==> src/rtl/etd_pkg.sv <==
// constants, descriptor layout and states of the transmit descriptor engine
// assumes a 32-bit memory bus and a 32-bit apb register bus
package etd_pkg;
   // register byte offsets
   localparam logic [7:0] ETD_OFF_CTRL = 8'h00;
   localparam logic [7:0] ETD_OFF_LIST_BASE = 8'h04;
   localparam logic [7:0] ETD_OFF_STATUS = 8'h08;
   localparam logic [7:0] ETD_OFF_BUF_MON = 8'h0C;
   localparam logic [7:0] ETD_OFF_DESC_MON = 8'h10;
   // control and status bits
   localparam int ETD_CTRL_START = 0;
   localparam int ETD_CTRL_STOP = 1;
   localparam int ETD_STAT_RUN = 0;
   localparam int ETD_STAT_HALT = 1;
   // descriptor word 0 fields
   localparam int ETD_D0_ACTIVE = 31;
   localparam int ETD_D0_LAST = 30;
   localparam int ETD_D0_POS_HI = 29;
   localparam int ETD_D0_POS_LO = 28;
   // descriptor word 1 length field
   localparam int ETD_D1_LEN_MSB = 31;
   localparam int ETD_D1_LEN_LSB = 16;
   // word offsets inside a descriptor
   localparam logic [31:0] ETD_W1_OFF = 32'h0000_0004;
   localparam logic [31:0] ETD_W2_OFF = 32'h0000_0008;
   localparam logic [31:0] ETD_WORD_BYTES = 32'h0000_0004;
   localparam logic [31:0] ETD_RESET_WORD = 32'h0000_0000;
   localparam int ETD_DESC_BYTES = 16;
   typedef enum logic [2:0] {
      ETD_S_IDLE,
      ETD_S_F0,
      ETD_S_F1,
      ETD_S_F2,
      ETD_S_RD,
      ETD_S_TX,
      ETD_S_WB
   } etd_state_t;
endpackage : etd_pkg

==> src/rtl/etd_dma.sv <==
// transmit descriptor dma: fetches ring descriptors, streams buffers to the mac
// assumes a single-request memory port acknowledged by a one-cycle pulse
//
// Our own choices: the placing of the registers and the APB register port.
`timescale 1ns/1ns
// Functional notes
// - read-only buffer read monitor register, resets to zero, ignores writes.
// - read-only descriptor fetch monitor register, resets to zero, ignores writes.
// - monitor values are informative and may lag actual progress.
// - moves transmit data from memory buffers to the mac without cpu help.
// - fetches descriptors itself, then reads the buffer they point to.
// - steps through consecutive descriptors so frames go out back to back.
// - a frame may sit in one buffer or span several descriptors.
// - descriptor word 0 carries the frame transmit status; the write-back here only clears its active bit and writes no status.
// - active flag cleared by write-back on completion or suspension.
// - inactive fetched descriptor stops transmission until restart.
// - active fetched descriptor is transmitted.
// - last-in-list flag sends the engine back to the first descriptor.
// - bits 29:28 give buffer position: middle, end, start, whole.
// - word 1 upper half gives the valid byte count.
// - word 2 holds the 32-bit buffer start address.
module etd_dma
   import etd_pkg::*;
#(
   parameter int DESC_BYTES = ETD_DESC_BYTES
) (
   input wire logic clock,
   input wire logic nrst,
   input wire logic psel,
   input wire logic penable,
   input wire logic pwrite,
   input wire logic [7:0] paddr,
   input wire logic [31:0] pwdata,
   output logic [31:0] prdata,
   output logic pready,
   output logic pslverr,
   output logic mem_req,
   output logic mem_we,
   output logic [31:0] mem_addr,
   output logic [31:0] mem_wdata,
   input wire logic mem_ack,
   input wire logic [31:0] mem_rdata,
   output logic mac_valid,
   output logic [31:0] mac_data,
   output logic [2:0] mac_bytes,
   output logic mac_sof,
   output logic mac_eof,
   input wire logic mac_ready
);
   import etd_pkg::*;

   etd_state_t st;
   logic [31:0] list_base;
   logic [31:0] desc_ptr;
   logic [31:0] next_desc;
   logic [31:0] word0;
   logic [15:0] buf_len;
   logic [31:0] cur;
   logic [15:0] rem;
   logic first;
   logic halted;
   logic stop_pend;
   logic [31:0] buf_mon;
   logic [31:0] desc_mon;
   logic apb_wr;
   logic start_req;
   logic mac_take;
   logic [2:0] take_n;

   // bytes carried by the next word, 1 to 4
   function automatic logic [2:0] lanes(input logic [15:0] left);
      lanes = (left >= 16'h0004) ? 3'h4 : left[2:0];
   endfunction : lanes

   assign apb_wr = psel && penable && pready && pwrite;
   assign start_req = apb_wr && (paddr == ETD_OFF_CTRL) && pwdata[ETD_CTRL_START];
   assign mac_take = mac_valid && mac_ready;
   assign take_n = lanes(rem);
   assign next_desc = word0[ETD_D0_LAST] ? list_base : desc_ptr + 32'(DESC_BYTES);

   // apb slave: one wait state, answer registered
   always_ff @(posedge clock or negedge nrst) begin
      if (!nrst) begin
         pready <= 1'b0;
         prdata <= ETD_RESET_WORD;
         pslverr <= 1'b0;
      end else begin
         pready <= psel && penable && !pready;
         prdata <= ETD_RESET_WORD;
         pslverr <= 1'b0;
         if (psel && penable && !pready) begin
            unique case (paddr)
               ETD_OFF_CTRL: prdata <= ETD_RESET_WORD;
               ETD_OFF_LIST_BASE: prdata <= list_base;
               ETD_OFF_STATUS: begin
                  prdata[ETD_STAT_RUN] <= (st != ETD_S_IDLE);
                  prdata[ETD_STAT_HALT] <= halted;
               end
               ETD_OFF_BUF_MON: prdata <= pwrite ? ETD_RESET_WORD : buf_mon;
               ETD_OFF_DESC_MON: prdata <= pwrite ? ETD_RESET_WORD : desc_mon;
               default: pslverr <= 1'b1;
            endcase
         end
      end
   end

   always_ff @(posedge clock or negedge nrst) begin
      if (!nrst) begin
         list_base <= ETD_RESET_WORD;
      end else if (apb_wr && paddr == ETD_OFF_LIST_BASE) begin
         list_base <= pwdata;
      end
   end

   // stop only meaningful while busy; a stale stop must not kill the next start
   always_ff @(posedge clock or negedge nrst) begin
      if (!nrst) begin
         stop_pend <= 1'b0;
      end else if (st == ETD_S_IDLE) begin
         stop_pend <= 1'b0;
      end else if (apb_wr && paddr == ETD_OFF_CTRL && pwdata[ETD_CTRL_STOP]) begin
         stop_pend <= 1'b1;
      end
   end

   // halt flag: hardware set wins over the clearing start
   always_ff @(posedge clock or negedge nrst) begin
      if (!nrst) begin
         halted <= 1'b0;
      end else if (st == ETD_S_F0 && mem_ack && !mem_rdata[ETD_D0_ACTIVE]) begin
         halted <= 1'b1;
      end else if (start_req) begin
         halted <= 1'b0;
      end
   end

   // main sequencer and memory port
   always_ff @(posedge clock or negedge nrst) begin
      if (!nrst) begin
         st <= ETD_S_IDLE;
         mem_req <= 1'b0;
         mem_we <= 1'b0;
         mem_addr <= ETD_RESET_WORD;
         mem_wdata <= ETD_RESET_WORD;
         desc_ptr <= ETD_RESET_WORD;
         word0 <= ETD_RESET_WORD;
         buf_len <= 16'h0000;
         cur <= ETD_RESET_WORD;
         rem <= 16'h0000;
         first <= 1'b0;
      end else begin
         unique case (st)
            ETD_S_IDLE: begin
               if (start_req) begin
                  st <= ETD_S_F0;
                  mem_req <= 1'b1;
                  mem_we <= 1'b0;
                  mem_addr <= desc_ptr;
               end else if (apb_wr && paddr == ETD_OFF_LIST_BASE) begin
                  desc_ptr <= pwdata;
               end
            end
            ETD_S_F0: begin
               if (mem_ack) begin
                  word0 <= mem_rdata;
                  if (mem_rdata[ETD_D0_ACTIVE]) begin
                     st <= ETD_S_F1;
                     mem_addr <= desc_ptr + ETD_W1_OFF;
                  end else begin
                     st <= ETD_S_IDLE;
                     mem_req <= 1'b0;
                  end
               end
            end
            ETD_S_F1: begin
               if (mem_ack) begin
                  buf_len <= mem_rdata[ETD_D1_LEN_MSB:ETD_D1_LEN_LSB];
                  st <= ETD_S_F2;
                  mem_addr <= desc_ptr + ETD_W2_OFF;
               end
            end
            ETD_S_F2: begin
               if (mem_ack) begin
                  cur <= mem_rdata;
                  rem <= buf_len;
                  first <= 1'b1;
                  if (buf_len == 16'h0000) begin
                     st <= ETD_S_WB;
                     mem_we <= 1'b1;
                     mem_addr <= desc_ptr;
                     mem_wdata <= word0 & ~(32'h1 << ETD_D0_ACTIVE);
                  end else begin
                     st <= ETD_S_RD;
                     mem_addr <= mem_rdata;
                  end
               end
            end
            ETD_S_RD: begin
               if (mem_ack) begin
                  st <= ETD_S_TX;
                  mem_req <= 1'b0;
               end
            end
            ETD_S_TX: begin
               if (mac_take) begin
                  cur <= cur + ETD_WORD_BYTES;
                  rem <= rem - 16'(take_n);
                  first <= 1'b0;
                  mem_req <= 1'b1;
                  if (rem == 16'(take_n) || stop_pend) begin
                     st <= ETD_S_WB;
                     mem_we <= 1'b1;
                     mem_addr <= desc_ptr;
                     mem_wdata <= word0 & ~(32'h1 << ETD_D0_ACTIVE);
                  end else begin
                     st <= ETD_S_RD;
                     mem_addr <= cur + ETD_WORD_BYTES;
                  end
               end
            end
            ETD_S_WB: begin
               if (mem_ack) begin
                  mem_we <= 1'b0;
                  desc_ptr <= next_desc;
                  if (stop_pend) begin
                     st <= ETD_S_IDLE;
                     mem_req <= 1'b0;
                  end else begin
                     st <= ETD_S_F0;
                     mem_addr <= next_desc;
                  end
               end
            end
         endcase
      end
   end

   always_ff @(posedge clock or negedge nrst) begin
      if (!nrst) begin
         mac_valid <= 1'b0;
         mac_data <= ETD_RESET_WORD;
         mac_bytes <= 3'h0;
         mac_sof <= 1'b0;
         mac_eof <= 1'b0;
      end else if (st == ETD_S_RD && mem_ack) begin
         mac_valid <= 1'b1;
         mac_data <= mem_rdata;
         mac_bytes <= take_n;
         mac_sof <= first && word0[ETD_D0_POS_HI];
         mac_eof <= (rem <= 16'h0004) && word0[ETD_D0_POS_LO];
      end else if (mac_take) begin
         mac_valid <= 1'b0;
      end
   end

   // monitors follow issued requests, one cycle late
   always_ff @(posedge clock or negedge nrst) begin
      if (!nrst) begin
         buf_mon <= ETD_RESET_WORD;
         desc_mon <= ETD_RESET_WORD;
      end else begin
         if (st == ETD_S_RD && mem_req) begin
            buf_mon <= mem_addr;
         end
         if (st == ETD_S_F0 && mem_req) begin
            desc_mon <= mem_addr;
         end
      end
   end
endmodule : etd_dma

==> config.mk <==
export PLATFORM = sky130hd
export DESIGN_NAME = etd_dma
export DESIGN_NICKNAME = d
export VERILOG_FILES = /design/src/rtl/etd_pkg.sv /design/src/rtl/etd_dma.sv
export SDC_FILE = /design/constraint.sdc
export NUM_CORES = 1
export LEC_CHECK = 0
export ABC_CLOCK_PERIOD_IN_PS = 4170
export BUFFER_PORTS_ARGS = -buffer_cell sky130_fd_sc_hd__clkbuf_2
export CAP_MARGIN = 20
export CELL_PAD_IN_SITES_DETAIL_PLACEMENT = 0
export CELL_PAD_IN_SITES_GLOBAL_PLACEMENT = 1
export CORE_ASPECT_RATIO = 1.1
export CORE_MARGIN = 5
export CORE_UTILIZATION = 51
export CTS_BUF_LIST = sky130_fd_sc_hd__clkbuf_4 sky130_fd_sc_hd__clkbuf_8
export DETAILED_ROUTE_END_ITERATION = 16
export PLACE_DENSITY_LB_ADDON = 0.1
export SLEW_MARGIN = 20
export SYNTH_ARGS = -nofsm -noshare
export SYNTH_HDL_FRONTEND = slang
export SYNTH_SLANG_ARGS = --single-unit
export TNS_END_PERCENT = 5
==> constraint.sdc <==
create_clock -name clock -period 4.17 [get_ports clock]
set_clock_uncertainty 0.05 [all_clocks]
set_input_delay 0.417 -clock clock [delete_from_list [all_inputs] [get_ports clock]]
set_output_delay 0.417 -clock clock [all_outputs]
set_load 0.02 [all_outputs]
==> impl_metrics.env <==
export IMPL_dp_hpwl_um=41900
export IMPL_tightest_slew_ns=0.969
export IMPL_path_class="reg2reg"
export IMPL_drive_above_1_share_pct=28.9
export IMPL_dr_wl_met3_um=4310
export IMPL_switchingPower_mw=6.39
export IMPL_tns_ns=0
export IMPL_io_buffer_count=215
export IMPL_drt_iter0_drc=1451
export IMPL_cp_max_fo=13
export IMPL_period_minus_slack_ns=3.13
export IMPL_syn_cell_area_mm2=0.0187
export IMPL_grt_overflow_total=0
export IMPL_row_count=73
export IMPL_setup_viol=0
export IMPL_startpoint="buf_len[8]"
export IMPL_setup_ws_ns=1.04
export IMPL_clockBufferDepth=3
export IMPL_highest_layer="met5"
export IMPL_synthToLayoutAreaGrowth_pct=16.7
export IMPL_hold_path_class="in2reg"
export IMPL_pre_cts_ws_ns=1.06
export IMPL_status="finished, final reports clean"
export IMPL_p_clk_share_pct=21.4
export IMPL_wl_met2_um=27400
export IMPL_dominantRegCellSynth="dfrtp_1"
export IMPL_wl_per_cell_um=22.8
export IMPL_fin_nets=2153
export IMPL_ys_seq_area_share_pct=49.1
export IMPL_postSynthCellCount=1853
export IMPL_die_h_um=211
export IMPL_pwr_share_comb_pct=38.7
export IMPL_nFillCells=3195
export IMPL_cap_violations=0
export IMPL_n_antenna_cell=0
export IMPL_cts_sinks=366
export IMPL_synth_edf_count=0
export IMPL_peakVddDrop_mv=0.464
export IMPL_globalplace_congestion=0.947
export IMPL_max_freq_mhz=319
export IMPL_cts_tree="built"
export IMPL_p_seq_share_pct=39.9
export IMPL_drc=0
export IMPL_routed_wl_um=59300
export IMPL_slew_viol_final=0
export IMPL_antenna_left=0
export IMPL_synthTopCellsByArea="dfrtp_1 49%, mux2_2 12%, nor2_1 4.2%, a21oi_1 4.0%, o21ai_0 2.8%"
export IMPL_final_common_cell="dfrtp_1"
export IMPL_clk_pin_slew_ns=0.06
export IMPL_grt_max_degree=105
export IMPL_io_pins=217
export IMPL_die_x_um=192
export IMPL_place_inst=2457
export IMPL_met1_length_um=26200
export IMPL_postCtsSetupBuffers=0
export IMPL_multi_input_area_mm2=0.00878
export IMPL_grt_total_usage_pct=29.2
export IMPL_switching_share_pct=40.8
export IMPL_grt_pass1_wl_um=92500
export IMPL_yosysUniqueCellTypes=86
export IMPL_rsz0062_at_grt="false"
export IMPL_period_share_pct=75.1
export IMPL_cts_max_level=2
export IMPL_start_util_pct=51.6
export IMPL_first_pass_iters=7
export IMPL_worst_setup_path_start_kind="flip-flop"
export IMPL_die_area_mm2=0.0405
export IMPL_whs_ns=0.0503
export IMPL_grt_pass1_vias=15556
export IMPL_netlist_area_leader_share_pct=49.1
export IMPL_internal_power_mw=9.28
export IMPL_core_mm2=0.0362
export IMPL_crit_arrival_ns=3.60
export IMPL_async_flop_share_pct=100
export IMPL_max_slew_margin_pct=35.2
export IMPL_worstHoldStart="mem_rdata[1]"
export IMPL_drt_vias_per_instance=6.09
export IMPL_hold_viol_final=0
export IMPL_rr_startpoint="buf_len[8]"
export IMPL_antenna_found_initial=1
export IMPL_avgSynthCellArea_um2=10.1
export IMPL_yosys_register_bits=366
export IMPL_synth_warnings=0
export IMPL_worstPathRequired_ns=4.63
export IMPL_stdcell_count=2598
export IMPL_crit_path_end_kind="flip-flop"
export IMPL_power_density_mw_per_mm2=720
export IMPL_cts_made_buffers=60
export IMPL_final_seq_area_mm2=0.00916
export IMPL_synth_largest_area_cell="dfrtp_1"
export IMPL_final_cell_mix="366 x dfrtp_1, 214 x clkbuf_2, 207 x nor2_1, 207 x mux2_2, 149 x a21oi_1"
export IMPL_clkLatencyLatePin_ns=0.66
export IMPL_cts_root_buf="clkbuf_8"
export IMPL_post_route_util_pct=60.2
export IMPL_power_leakage_nw=9.57
export IMPL_via_count=15822
==> layer usage <==
metal	global-route usage [%]	up-vias
met5	0	-
met4	7.33	2
met3	6.08	87
met2	45.7	618
met1	41.9	7922
li1	-	7193
==> power groups by stage <==
stage / Sequential, mW / Clock (mW) / Combinational [mW]
6_report: 6.26 / 3.35 / 6.06
5_1_grt: 6.44 / 3.60 / 6.59
4_1_cts: 6.23 / 3.42 / 6.03
3_5_place_dp: 6.27 / 0 / 5.98
3_3_place_gp: 6.21 / 0 / 5.89
2_1_floorplan: 6.05 / 0 / 4.17
==> worst paths after layout <==
path | end | slack, ns | cells after the start
hold / removal | cur[1] | 0.05 | 3
hold reg to reg | pslverr | 0.44 | 1
min in group asynchronous | pslverr | 0.35 | 2
setup reg to reg | mem_addr[22] | 1.04 | 7
max in group asynchronous | mem_wdata[30] | 2.73 | 3
setup / recovery | mem_addr[22] | 1.04 | 7
==> cells in the mapped netlist (13+ instances only) <==
library cell    n
xnor2_1        33
a31oi_1        32
dfrtp_1       366
mux2_2        207
a221o_1        13
xor2_1         23
nand3_1        47
nor4_1         19
a41oi_1        15
nor2_1        209
buf_1          17
a22oi_1        42
o21ai_0       106
clkbuf_1       86
nand2_1       134
nor3_1         40
and3_1         15
buf_2          25
inv_1          20
nand4_1        21
a21oi_1       150
o22ai_1        14
==> logic make-up (layout without fill, tap and decap cells) <==
family | after synthesis | in the layout | synth area share (%)
buffers and inverters | 164 | 421 | 4.05
muxes | 212 | 212 | 12.8
and+or+nand+nor | 576 | 576 | 15.1
other | 1 | 2 | 0.0201
DFF | 366 | 366 | 49.1
adders and majority gates | 5 | 5 | 0.335
xor gates and xnor gates | 56 | 56 | 2.63
AOI/OAI and AO/OA | 473 | 473 | 16.0
==> what timing repair did <==
action / CTS / global route
resized for setup: 0 / 0
hold buffers: 37 / 0
endpoints found under the hold margin: 138 / 0
==> worst max-delay path, stage by stage (launching register included) <==
cell and delay (ns):
dfrtp_1 0.40, nor4_1 0.53, nand4_1 0.46, and2_1 0.49
a21oi_1 0.20, o21ai_0 0.13, a2111oi_0 0.61, nor2_1 0.11
==> registers in the layout, summed over array words and instances (netlist names), 3 cells and up <==
name       flops
buf_len       16
mac_bytes      3
desc_mon      32
prdata        32
cur           32
mem_addr      32
list_base     32
mac_data      32
word0         31
st             3
rem           16
mem_wdata     31
buf_mon       32
desc_ptr      32
==> cell type report <==
cell class / instances / share of cell area [%]
Clock inverter: 5 / 0.241
Inverter: 21 / 0.362
Timing Repair Buffer: 296 / 8.50
Tap cell: 487 / 2.80
Multi-Input combinational cell: 1324 / 40.3
Clock buffer: 99 / 5.69
Sequential cell: 366 / 42.1
==> per-stage QoR <==
step | area [µm²] | power, mW
2_1_floorplan | 18700 | 10.2
3_3_place_gp | 20100 | 12.1
3_5_place_dp | 20100 | 12.3
4_1_cts | 21800 | 15.7
5_1_grt | 21800 | 16.6
6_report | 21800 | 15.7
Note: power is estimated with default switching activity, not from simulation.
